**src/rtl/spio_pkg.sv**
```systemverilog
`default_nettype none
package spio_pkg;
  localparam int DATA_W = 32;
  localparam int PORT_W = 16;
  // register byte offsets (one aligned word each)
  localparam logic [7:0] OFS_DIR = 8'h00;
  localparam logic [7:0] OFS_PIN = 8'h04;
  localparam logic [7:0] OFS_STORE = 8'h08;
  localparam logic [7:0] OFS_ANALOG = 8'h0C;
  localparam logic [7:0] OFS_PERIPH = 8'h10;
  localparam logic [15:0] DIR_RESET = 16'hFFFF;
  localparam logic [15:0] STORE_RESET = 16'h0000;
  localparam logic [15:0] ANALOG_RESET = 16'h0000;
  localparam logic [15:0] IMPL_MASK_DEF = 16'hFFFF;
  localparam logic [15:0] SHARED_MASK_DEF = 16'hFFFF;
endpackage
`default_nettype wire

```
**src/rtl/spio_port.sv**
```systemverilog
// Chosen here: the Wishbone interface to the registers and the register offsets.
`timescale 1ns/1ps
`default_nettype none
module spio_port #(
  parameter logic [15:0] IMPL_MASK = spio_pkg::IMPL_MASK_DEF,
  parameter logic [15:0] SHARED_MASK = spio_pkg::SHARED_MASK_DEF
) (
  input wire logic mclk,
  input wire logic reset_n,
  input wire logic wb_cyc_i,
  input wire logic wb_stb_i,
  input wire logic wb_we_i,
  input wire logic [7:0] wb_adr_i,
  input wire logic [3:0] wb_sel_i,
  input wire logic [31:0] wb_dat_i,
  output logic [31:0] wb_dat_o,
  output logic wb_ack_o,
  input wire logic [15:0] padIn,
  output logic [15:0] padOut,
  output logic [15:0] padOutEn_n,
  input wire logic [15:0] periphEnable,
  input wire logic [15:0] periphActive,
  input wire logic [15:0] periphOut,
  input wire logic [15:0] periphOutEn_n
);
  logic [15:0] dirSelect_ff;
  logic [15:0] outStore_ff;
  logic [15:0] analogCfg_ff;
  logic [15:0] pinSample_ff;
  logic wbAck_ff;
  logic [31:0] rdData_ff;
  logic [15:0] padOut_ff;
  logic [15:0] padOutEn_n_ff;
  logic [15:0] periphOwns;
  logic [15:0] nxt_padOut;
  logic [15:0] nxt_padOutEn_n;
  logic [31:0] nxt_rdData;
  logic busReq;
  logic wrLo;
  logic wrHi;

  assign busReq = wb_cyc_i && wb_stb_i && !wbAck_ff;
  assign wrLo = busReq && wb_we_i && wb_sel_i[0];
  assign wrHi = busReq && wb_we_i && wb_sel_i[1];

  // direction register, all inputs after reset
  always_ff @(posedge mclk) begin
    if (!reset_n) begin
      dirSelect_ff <= spio_pkg::DIR_RESET & IMPL_MASK;
    end else if (wb_adr_i == spio_pkg::OFS_DIR) begin
      if (wrLo) dirSelect_ff[7:0] <= wb_dat_i[7:0] & IMPL_MASK[7:0];
      if (wrHi) dirSelect_ff[15:8] <= wb_dat_i[15:8] & IMPL_MASK[15:8];
    end
  end

  // store latch, written via store or pin offset
  always_ff @(posedge mclk) begin
    if (!reset_n) begin
      outStore_ff <= spio_pkg::STORE_RESET;
    end else if (wb_adr_i == spio_pkg::OFS_STORE || wb_adr_i == spio_pkg::OFS_PIN) begin
      if (wrLo) outStore_ff[7:0] <= wb_dat_i[7:0] & IMPL_MASK[7:0];
      if (wrHi) outStore_ff[15:8] <= wb_dat_i[15:8] & IMPL_MASK[15:8];
    end
  end

  // analog pin configuration
  always_ff @(posedge mclk) begin
    if (!reset_n) begin
      analogCfg_ff <= spio_pkg::ANALOG_RESET;
    end else if (wb_adr_i == spio_pkg::OFS_ANALOG) begin
      if (wrLo) analogCfg_ff[7:0] <= wb_dat_i[7:0] & IMPL_MASK[7:0];
      if (wrHi) analogCfg_ff[15:8] <= wb_dat_i[15:8] & IMPL_MASK[15:8];
    end
  end

  // pin sampling, analog and unimplemented bits forced low
  always_ff @(posedge mclk) begin
    if (!reset_n) begin
      pinSample_ff <= '0;
    end else begin
      pinSample_ff <= padIn & IMPL_MASK & ~analogCfg_ff;
    end
  end

  // read data mux; unmapped offsets read zero
  always_comb begin
    nxt_rdData = '0;
    unique case (wb_adr_i)
      spio_pkg::OFS_DIR: nxt_rdData[15:0] = dirSelect_ff;
      spio_pkg::OFS_PIN: nxt_rdData[15:0] = pinSample_ff;
      spio_pkg::OFS_STORE: nxt_rdData[15:0] = outStore_ff;
      spio_pkg::OFS_ANALOG: nxt_rdData[15:0] = analogCfg_ff;
      spio_pkg::OFS_PERIPH: nxt_rdData[15:0] = periphOwns;
      default: nxt_rdData = '0;
    endcase
  end

  // wishbone ack one cycle after request, dropped next cycle
  always_ff @(posedge mclk) begin
    if (!reset_n) begin
      wbAck_ff <= 1'b0;
      rdData_ff <= '0;
    end else begin
      wbAck_ff <= busReq;
      rdData_ff <= busReq ? nxt_rdData : '0;
    end
  end

  // output ownership per pin
  genvar g;
  generate
    for (g = 0; g < spio_pkg::PORT_W; g++) begin : gPin
      if (IMPL_MASK[g] && SHARED_MASK[g]) begin : gShared
        // peripheral owns pin only while enabled and driving
        assign periphOwns[g] = periphEnable[g] && periphActive[g];
        assign nxt_padOut[g] = periphOwns[g] ? periphOut[g] : outStore_ff[g];
        assign nxt_padOutEn_n[g] = periphOwns[g] ? periphOutEn_n[g] : dirSelect_ff[g];
      end else if (IMPL_MASK[g]) begin : gDedicated
        // dedicated pin: port only
        assign periphOwns[g] = 1'b0;
        assign nxt_padOut[g] = outStore_ff[g];
        assign nxt_padOutEn_n[g] = dirSelect_ff[g];
      end else begin : gAbsent
        assign periphOwns[g] = 1'b0;
        assign nxt_padOut[g] = 1'b0;
        assign nxt_padOutEn_n[g] = 1'b1;
      end
    end
  endgenerate

  // registered pad drive
  always_ff @(posedge mclk) begin
    if (!reset_n) begin
      padOut_ff <= '0;
      padOutEn_n_ff <= '1;
    end else begin
      padOut_ff <= nxt_padOut;
      padOutEn_n_ff <= nxt_padOutEn_n;
    end
  end

  assign padOut = padOut_ff;
  assign padOutEn_n = padOutEn_n_ff;
  assign wb_ack_o = wbAck_ff;
  assign wb_dat_o = rdData_ff;
endmodule
`default_nettype wire

```
**config.mk**
```make
export PLATFORM = sky130hd
export DESIGN_NAME = spio_port
export DESIGN_NICKNAME = d
export VERILOG_FILES = /design/src/rtl/spio_pkg.sv /design/src/rtl/spio_port.sv
export SDC_FILE = /design/constraint.sdc
export NUM_CORES = 1
export LEC_CHECK = 0
export ABC_AREA = 1
export BUFFER_PORTS_ARGS = -buffer_cell sky130_fd_sc_hd__buf_2
export CORE_MARGIN = 2
export CORE_UTILIZATION = 49
export DETAILED_ROUTE_END_ITERATION = 12
export PLACE_DENSITY = 0.92
export SETUP_SLACK_MARGIN = 0.02
export SLEW_MARGIN = 25
export SYNTH_ARGS = -nofsm -noshare
export SYNTH_HDL_FRONTEND = slang
export SYNTH_SLANG_ARGS = --single-unit
```
**constraint.sdc**
```tcl
create_clock -name mclk -period 1.8 [get_ports mclk]
set_clock_uncertainty 0.15 [all_clocks]
set_input_delay 0.36 -clock mclk [delete_from_list [all_inputs] [get_ports mclk]]
set_output_delay 0.36 -clock mclk [all_outputs]
set_load 0.1 [all_outputs]
```
Word-level counts from Yosys, hierarchy flattened
Cells that the tools add are included.

word-level totals
  register bits = 129
  bits of input ports = 129
  output and inout bits = 65
  logic and storage cells = 82

operators by class
  equal/unequal tests = 4
  mux-type cells = 33
  bitwise gates (word level) = 2
  reductions and logical operators = 31

operators by type and width
  kind                                                 number
  case mux 16 bit (5 select lines)                     1
  2-to-1 mux 1 bit                                     32
  logical AND 1 bit                                    21
  bitwise AND 16 bit                                   1
  equality test 8 x 4 -> 1 bit, second input constant  2
  inverter 16 bit                                      1
  AND reduction 2 bit                                  7
  equality test 8 x 3 -> 1 bit, second input constant  1
  equality test 8 x 5 -> 1 bit, second input constant  1
  logical NOT 8 bit                                    1
  logical NOT 1 bit                                    1
  logical OR 1 bit                                     1

Logic depth before layout (Yosys ltp)
Gate-level depths: netlist of the first run.

  word-level depth = 5
  depth in mapped cells = 9
  mapped depth without buffers = 8

Least setup slack after synthesis of the first run
Ideal clock, no wire load.

  path kind = register to register
  from = reg wbAck_ff, in the netlist wb_ack_o
  to = reg dirSelect_ff[3]
  library setup time = 0.140 ns
  arrival = 1.693 ns
  data required time = 1.510 ns
  slack = -0.182 ns
  stages on the path, launching flop included = 7
  path buffers = 1
  clock period less this slack = 1.982 ns
  path through = dfxtp_1 -> nor2_4 -> nand3_4 -> clkinv_2 -> nand2_4 -> buf_6 -> o211ai_1

on the way
  longest elaborated chain between the ends = 5

RTL lines
  what                            RTL line          text
  start: declaration              spio_port.sv:30   logic wbAck_ff;
  start signal: assignment        spio_port.sv:104  wbAck_ff <= busReq;
  logical NOT 1 bit               spio_port.sv:42   assign busReq = wb_cyc_i && wb_stb_i && !wbAck_ff;
  logical AND 1 bit               spio_port.sv:42
  logical AND 1 bit (2 in a row)  spio_port.sv:43   assign wrLo = busReq && wb_we_i && wb_sel_i[0];
  AND reduction 2 bit (no line)   n/a
  end signal: assignment          spio_port.sv:49   dirSelect_ff <= spio_pkg::DIR_RESET & IMPL_MASK;
  end signal: assignment          spio_port.sv:51   if (wrLo) dirSelect_ff[7:0] <= wb_dat_i[7:0] & IMPL_MASK[7:0];
  end: declaration                spio_port.sv:26   logic [15:0] dirSelect_ff;

No other way between the ends.
A chain may end at the register's enable or synchronous reset.

Final worst setup path of the first run
  from = reg rdData_ff[6], in the netlist wb_dat_o[6]
  to = out wb_dat_o[6]

RTL lines
  what                      RTL line          text
  start: declaration        spio_port.sv:31   logic [31:0] rdData_ff;
  start signal: assignment  spio_port.sv:105  rdData_ff <= busReq ? nxt_rdData : '0;
  end: declaration          spio_port.sv:16   output logic [31:0] wb_dat_o,

No word-level cell between the ends.

==> flow_summary.toml, run 1 <==
[worst_setup_path]
crit_family = "buffers and inverters"
end_kind = "output port"
cp_slowest_stage_delay_ns = 0.42
reg2reg_depth = 6
rrSetupSlack_ns = 0.30
slowest_stage = "buf_2"
worstPathCellList = "buf_2"
cp.required_ns = 1.29
critical_path_class = "reg2out"
r2r-end = "analogCfg_ff[7]"
worstSetupStartpointType = "flip-flop"
critPathMaxFanout = 1
worst-endpoint-arrival_ns = 1.25
rr_startpoint = "wb_ack_o"
path_buf_inv = 1

[yosys]
ys_ff_latch = 113
syn_avg_cell_area_um2 = 7.36
synth.largest_area_cell = "dfxtp_1"
netlist_area_um2 = 4890
yosys-top-cells-area = "dfxtp_1 (46%), nand2_1 (12%), nor2_1 (11%)"
synth_warnings = 0
ys_seq_area_frac = 0.462
ys_types = 25
synth_top_area_frac = 0.462
netlist_instances = 665

[power_and_ir_drop]
p_clk_frac = 0.472
internal_power_mw = 4.66
max-vdd-ir-drop_v = 0.000563
p_seq_frac = 0.392
p_comb_frac = 0.136
powerDensity_nw_per_um2 = 918
switchingPower_mw = 1.89
switching_share = 0.288
power.leakage_nw = 3.69

[status]
status = "complete, no violations"

[route]
drt_iter0_markers = 350
wl_per_cell_um = 14.8
ant_nets = 0
wl_met1_um = 5780
num_vias = 5416
vias_per_cell = 5.15
wirelength_um = 15600
wl_met2_um = 7650
dr.pass1.iters = 6
post-route-drc-count = 0
met3WireLength_um = 1240
top_layer = "met4"

[flow_run]
maxCapViolations = 0

[clock_network]
cts_tree = "built"
clockRootBuffer = "clkbuf_8"
cts_setup_buffers = 0
htreeDepth = 4
clk_latency_ns = 0.51
cts.clk_slew.worst_paths_ns = 0.06
cts_sinks = 113
numCtsBuffers = 17
cts_buffer_depth = 2

[layout]
area_delta_synth_final_pct = 45.8
drive_gt1_frac = 0.278
final_cell_mix = "nand2_1 (157), nor2_1 (139), buf_2 (129)"
nets = 1034
layout_commonest_cell = "nand2_1"

[floorplanning]
initial_core_util = 0.503
die_area_um2 = 10800
core_um2 = 9730
rows = 36
die_h_um = 104
io_pins = 194
die_w_um = 104

[placement]
dp_hpwl_um = 8830
pre_cts_slack_ns = 0.0395
gp_congestion = 0.828
port_buffers = 159

[global_route]
grt_usage = 0.284
grt_pass1_wl_um = 24500
grt_start_max_net_pins = 59
grt_overflow = 0
antenna_found_initial = 1
grt_pass1_vias = 5237

[min_path]
hold_end = "padOutEn_n[1]"
min_path_type = "in2reg"
min-delay-start = "periphActive[1]"
hold_depth = 4

[timing]
rsz0062_at_grt = "no"
drv_slew = 0
tns_ns = 0
finalSetupViolations = 0
fin_ws_ns = 0.0414
layout_worst_path_cycle_share = 0.977
hold_viol = 0
period_needed_ns = 1.76
fmax_mhz = 569
-- power groups by stage --
stage	Clock (mW)	Sequential, mW	Combinational, mW
final	3.09	2.57	0.891
after global routing	3.25	2.57	0.941
after CTS	3.08	2.56	0.860
after detailed placement	0	2.62	0.748
after global placement	0	2.62	0.737
after floorplan	0	2.84	0.349
-- sequential cells by signal (all words and copies together) (netlist names) --
name          cells
wb_ack_o          1
pinSample_ff     16
padOutEn_n       16
padOut           16
outStore_ff      16
dirSelect_ff     16
wb_dat_o         16
analogCfg_ff     16
-- cells in the mapped netlist --
cell type	instances
o21ai_1	1
buf_2	4
a21oi_1	1
o211ai_2	2
clkbuf_1	8
dfxtp_1	113
buf_4	21
clkinv_2	2
buf_1	1
nand3_4	3
nand2_4	5
o211ai_1	14
nand2_2	2
o21ai_0	38
inv_2	4
nor2_4	6
nand2_1	157
nand3_1	79
a21oi_4	1
nor2_8	3
buf_6	4
nor2_2	14
nor2_1	139
inv_1	42
conb_1	1
-- through the flow --
stage	instances	hold slack [ns]	area [um2]	util	power (mW)
2_1_floorplan	680	0.255	4950	-	3.19
3_3_place_gp	955	0.269	5870	0.603	3.35
3_5_place_dp	955	0.272	5870	0.603	3.37
4_1_cts	1051	0.00714	7060	0.726	6.51
5_1_grt	1052	0.0250	7140	0.733	6.76
6_report	1052	0.0207	7140	0.733	6.55
-- repair_timing --
item                                    in CTS  in global routing
gates resized for setup                      1                 29
hold endpoints to repair                    66                  0
endpoints found under the setup margin       1                 29
hold buffers                                64                  0
-- area by class of cell --
class / instances / area [um2]
Fill cell: 689 / 2590
Sequential cell: 113 / 2260
Multi-Input combinational cell: 481 / 2250
Timing Repair Buffer: 244 / 1720
Clock buffer: 17 / 414
Inverter: 48 / 183
Tap cell: 133 / 166
Clock inverter: 15 / 138
Antenna cell: 1 / 2.50
-- per-layer routing --
metal,GRT usage,vias to the layer above
li1,-,2558
met1,0.315,2437
met2,0.486,322
met3,0.0689,99
met4,0.182,0
met5,0,-
-- kinds of logic after synthesis --
group | after synthesis | synth area share
AO/OA/AOI/OAI | 57 | 0.0708
buffers and inverters | 86 | 0.0897
flip-flops | 113 | 0.462
AND/OR/NAND/NOR | 408 | 0.377
other | 1 | 0.000766
-- worst max-delay path by stage --
stage,to,start,slack (ns),cells after the start
2_1_floorplan,dirSelect_ff[3],wb_ack_o,0.16,6
3_3_place_gp,wb_dat_o[1],wb_adr_i[1],0.09,9
3_5_place_dp,wb_dat_o[1],wb_adr_i[1],0.04,9
4_1_cts,wb_dat_o[11],wb_dat_o[11],0.02,1
5_1_grt,wb_dat_o[6],wb_dat_o[6],0.009,1
6_report,wb_dat_o[6],wb_dat_o[6],0.04,1
Note: power is estimated with default switching activity, not from simulation.
==> run 2, diff against run 1 <==
--- a/config.mk
+++ b/config.mk
@@ -8,9 +8,10 @@
 export ABC_AREA = 1
 export BUFFER_PORTS_ARGS = -buffer_cell sky130_fd_sc_hd__buf_2
 export CORE_MARGIN = 2
-export CORE_UTILIZATION = 49
+export CORE_UTILIZATION = 35
+export CTS_BUF_LIST = sky130_fd_sc_hd__clkbuf_8
 export DETAILED_ROUTE_END_ITERATION = 12
-export PLACE_DENSITY = 0.92
+export PLACE_DENSITY = 0.72
 export SETUP_SLACK_MARGIN = 0.02
 export SLEW_MARGIN = 25
 export SYNTH_ARGS = -nofsm -noshare
==> constraint.sdc (replaced) <==
create_clock -name mclk -period 1.8 [get_ports mclk]
set_clock_uncertainty 0.15 [all_clocks]
set_input_delay 0 -clock mclk [delete_from_list [all_inputs] [get_ports mclk]]
set_output_delay 0 -clock mclk [all_outputs]
set_load 0.1 [all_outputs]
==> run 2 against run 1 <==
Compared with the run above:
- register-to-register slack hardly changed
- global-route usage is 5.8 points lower
- combinational power is 13% higher
- count of clock-buffer cells in the layout is 4 higher
- utilization is 17 points lower
- design area is 8.3% higher
- via count is 0.65% higher
- critical path depth is 5 higher
- hold slack worse by 0.0012 ns
- power is 9.8% lower
- flip-flop and latch count stayed put
- die area is 38% higher
- critical path type is now in2reg
- largest cell class is now non-clock buffers
- largest power group is now sequential cells
- highest routed layer unchanged
==> flow_summary.toml, run 2 (synthesized netlist as in run 1, its figures left out) <==
[clock_network]
clk_latency_ns = 0.43
cts_setup_buffers = 0
cts_buffer_depth = 2
clockRootBuffer = "clkbuf_8"
cts_tree = "built"
cts_sinks = 113
cts.clk_slew.worst_paths_ns = 0.07
htreeDepth = 4
numCtsBuffers = 17

[floorplanning]
rows = 43
die_area_um2 = 14900
die_h_um = 122
core_um2 = 13800
die_w_um = 122
initial_core_util = 0.355
io_pins = 194

[worst_setup_path]
rrSetupSlack_ns = 0.29
worst-endpoint-arrival_ns = 1.93
critPathMaxFanout = 1
worstSetupStartpointType = "input pin"
end_kind = "flip-flop"
worstPathCellList = "dlygate4sd3_1 -> buf_2 -> nand2_1 -> dlygate4sd3_1 -> nand3_1 -> dlygate4sd3_1"
cp.required_ns = 1.97
path_common_cell = "dlygate4sd3_1"
critical_path_class = "in2reg"
cp_slowest_stage_delay_ns = 0.58
slowest_stage = "dlygate4sd3_1"

[layout]
final_cells = 1174
layout_commonest_cell = "buf_2"
area_delta_synth_final_pct = 57.8
nets = 1112
antenna_cells = 0
postLayoutCoreUtil = 0.561
stdcell_area_um2 = 7730
drive_gt1_frac = 0.242
nFillCells = 1231
final_cell_mix = "buf_2 (158), nand2_1 (157), dlygate4sd3_1 (151)"

[route]
ant_nets = 0
post-route-drc-count = 0
wl_per_cell_um = 14.0
vias_per_cell = 4.64
dr.pass1.iters = 5
drt_iter0_markers = 381
wirelength_um = 16400
num_vias = 5451

[global_route]
grt_pass1_vias = 5314
grt_start_max_net_pins = 31
antenna_found_initial = 0
grt_usage = 0.226
grt_overflow = 0
grt_pass1_wl_um = 25800

[placement]
gp_congestion = 0.783
pre_cts_slack_ns = 0.270
port_buffers = 159
dp_hpwl_um = 9320
dpl_cell_area_um2 = 5830
dp_cells = 993

[flow_run]
maxCapViolations = 0

[power_and_ir_drop]
max-vdd-ir-drop_v = 0.000408
power.leakage_nw = 3.90
powerDensity_nw_per_um2 = 765
power.total_mw = 5.91

[timing]
hold_viol = 0
fmax_mhz = 568
rsz0062_at_grt = "no"
whs_ns = 0.0195
drv_slew = 0
period_needed_ns = 1.76
tightest_slew_ns = 0.589
layout_worst_path_cycle_share = 0.978
slew_headroom = 0.606
tns_ns = 0
finalSetupViolations = 0
fin_ws_ns = 0.0399

[min_path]
min_path_type = "in2reg"

[status]
status = "complete, no violations"
-- run 2: layer usage --
metal | wire length [um] | up-vias | track usage | share of wire
met4 | 494 | 0 | 0.104 | 0.030
met3 | 1190 | 46 | 0.0451 | 0.072
li1 | - | 2712 | - | -
met2 | 7780 | 264 | 0.377 | 0.47
met5 | 0 | - | 0 | 0
met1 | 6970 | 2429 | 0.281 | 0.42
-- run 2: final cells by class --
cell class              instances  area (um2)  share of cell area
flip-flops and latches        113        2260               0.293
well taps                     180         225              0.0291
clock inverters                 9        91.3              0.0118
repair buffers                322        2420               0.314
multi-input cells             481        2250               0.291
clock buffers                  21         289              0.0374
inverters                      48         183              0.0236
-- run 2: timing repair --
| item | in CTS | in global routing |
|---|---|---|
| endpoints found under the hold margin | 113 | 0 |
| gates resized for setup | 0 | 7 |
| setup endpoints to repair | 0 | 16 |
| hold buffers | 166 | 0 |
-- run 2: report_power, final --
part | switching [mW] | internal (mW)
sequential | 0.0123 | 2.55
combinational | 0.644 | 0.367
clock | 0.997 | 1.34
-- run 2: worst max-delay path: cells and delay by family --
family        cells  cell delay [ns]
simple gates      2             0.14
buf+inv           4             1.78
-- run 2: path summary, 6_finish.rpt --
path,startpoint,to,cells after the start
worst max-delay path,periphOutEn_n[12],padOutEn_n[12],6
worst min-delay path,reset_n,wb_dat_o[12],4
worst max register to register,wb_ack_o,dirSelect_ff[2],6
worst min register to register,analogCfg_ff[14],pinSample_ff[14],1
==> run 3, diff against run 2 <==
--- a/config.mk
+++ b/config.mk
@@ -7,6 +7,7 @@
 export LEC_CHECK = 0
 export ABC_AREA = 1
 export BUFFER_PORTS_ARGS = -buffer_cell sky130_fd_sc_hd__buf_2
+export CORE_ASPECT_RATIO = 1.1
 export CORE_MARGIN = 2
 export CORE_UTILIZATION = 35
 export CTS_BUF_LIST = sky130_fd_sc_hd__clkbuf_8
==> constraint.sdc (replaced) <==
create_clock -name mclk -period 1.8 [get_ports mclk]
set_clock_uncertainty 0.15 [all_clocks]
set_input_delay 0 -clock mclk [delete_from_list [all_inputs] [get_ports mclk]]
set_output_delay 0 -clock mclk [all_outputs]
set_load 0.05 [all_outputs]
==> run 3 against run 2 <==
Compared with the run above:
- die area about the same
- maximum frequency about the same
- first-iteration DRC count decreased by 0.26%
- final cell count is 1.2% higher
- non-clock buffer count grew 4
- count of clock-buffer cells in the layout down 2
- routed wire length rose by 3.8%
- highest routed layer unchanged
- via count grew 1.2%
- register-to-register slack worse by 0.17 ns
- sequential power about the same
- flip-flop and latch count stayed put
- hold slack better by 0.066 ns
==> flow_summary.toml, run 3 (synthesized netlist as in run 1, its figures left out) <==
[status]
status = "complete, no violations"

[worst_setup_path]
reg2reg_depth = 5
path_common_cell = "dlygate4sd3_1"
cp_slowest_stage_delay_ns = 0.57
critPathMaxFanout = 1
r2r-end = "wb_dat_o[13]"
rr_startpoint = "wb_ack_o"
end_kind = "flip-flop"
cp.required_ns = 1.96
rrSetupSlack_ns = 0.12
slowest_stage = "dlygate4sd3_1"
worstPathCellList = "dlygate4sd3_1 -> buf_2 -> nand2_1 -> dlygate4sd3_1 -> nand3_1 -> dlygate4sd3_1"
worstSetupStartpointType = "input pin"
worst-endpoint-arrival_ns = 1.92
critical_path_class = "in2reg"

[placement]
gp_congestion = 0.798
dp_hpwl_um = 9160
port_buffers = 159

[global_route]
antenna_found_initial = 0
grt_pass1_wl_um = 26900
grt_start_max_net_pins = 29
grt_usage = 0.234
grt_pass1_vias = 5674
grt_overflow = 0

[timing]
fmax_mhz = 568
finalSetupViolations = 0
slew_headroom = 0.505
drv_slew = 0
tns_ns = 0
whs_ns = 0.0853
period_needed_ns = 1.76
layout_worst_path_cycle_share = 0.977
hold_viol = 0
rsz0062_at_grt = "no"
tightest_slew_ns = 0.740

[floorplanning]
die_w_um = 117
die_h_um = 128
rows = 45
initial_core_util = 0.356
io_pins = 194
core_um2 = 13700
die_area_um2 = 14900

[clock_network]
numCtsBuffers = 17
clk_latency_ns = 0.43
cts_setup_buffers = 0
cts.clk_slew.worst_paths_ns = 0.07
htreeDepth = 4
cts_buffer_depth = 2
clockRootBuffer = "clkbuf_8"
cts_tree = "built"
cts_sinks = 113

[route]
num_vias = 5518
dr.pass1.iters = 7
drt_iter0_markers = 380
wl_per_cell_um = 14.4
ant_nets = 0
vias_per_cell = 4.64
post-route-drc-count = 0
wirelength_um = 17100

[layout]
area_delta_synth_final_pct = 59.6
drive_gt1_frac = 0.243
final_cell_mix = "buf_2 (158), nand2_1 (157), dlygate4sd3_1 (155)"
nets = 1116
postLayoutCoreUtil = 0.569
layout_commonest_cell = "buf_2"

[power_and_ir_drop]
power.leakage_nw = 3.92
p_comb_frac = 0.139
p_clk_frac = 0.434
max-vdd-ir-drop_v = 0.000382
internal_power_mw = 4.48
switchingPower_mw = 1.53
power.total_mw = 6.01
p_seq_frac = 0.427
switching_share = 0.254
powerDensity_nw_per_um2 = 769

[min_path]
min_path_type = "in2reg"
min-delay-start = "wb_adr_i[6]"
hold_depth = 8
hold_end = "wb_dat_o[14]"

[flow_run]
maxCapViolations = 0
-- run 3: how the worst max path moves through the flow --
stage / from / endpoint / slack [ns] / cells after the start
3_5_place_dp: wb_adr_i[7] / wb_dat_o[5] / 0.27 / 9
2_1_floorplan: wb_ack_o / dirSelect_ff[3] / 0.17 / 6
5_1_grt: wb_ack_o / wb_dat_o[12] / 0.04 / 5
4_1_cts: periphOut[2] / padOut[2] / 0.06 / 6
3_3_place_gp: wb_adr_i[7] / wb_dat_o[5] / 0.30 / 9
6_report: periphOutEn_n[10] / padOutEn_n[10] / 0.04 / 6
-- run 3: power groups by stage --
stage	registers, mW	clock network [mW]	logic (mW)
floorplan	2.72	0	0.277
global placement	2.62	0	0.556
detailed placement	2.62	0	0.559
CTS	2.56	2.63	0.832
global route	2.57	2.74	0.904
finish	2.56	2.61	0.835
-- run 3: critical path: cells and delay by family --
| kind | cells | cell delay [ns] |
|---|---|---|
| buffers and inverters | 4 | 1.80 |
| AND/OR/NAND/NOR | 2 | 0.13 |
-- run 3: what timing repair did --
item                       4_1_cts  5_1_grt
setup endpoints to repair        0       18
hold buffers                   169        3
hold endpoints to repair       113        1
resized for setup                0       10
-- run 3: final cells by class --
cell class,instances,area (um2)
well taps,188,235
clock buffers,19,262
fillers,1214,5930
clock inverters,12,165
multi-input cells,481,2250
diodes,1,2.50
flip-flops and latches,113,2260
inverters,48,183
repair buffers,326,2450
-- run 3: stage by stage --
stage                     setup WS [ns]  cell area (um2)  instances
after floorplan                   0.166             4950        680
after global placement            0.296             5830       1001
after detailed placement          0.273             5830       1001
after CTS                        0.0605             7950       1201
after global routing             0.0353             7810       1187
final                            0.0406             7810       1188
-- run 3: layer usage --
metal / GRT usage / part of all wire / vias up / wire length (um)
met1: 0.272 / 0.40 / 2482 / 6830
met5: 0 / 0 / - / 0
met3: 0.0591 / 0.069 / 52 / 1180
li1: - / - / 2715 / -
met4: 0.104 / 0.030 / 0 / 510
met2: 0.404 / 0.50 / 269 / 8540
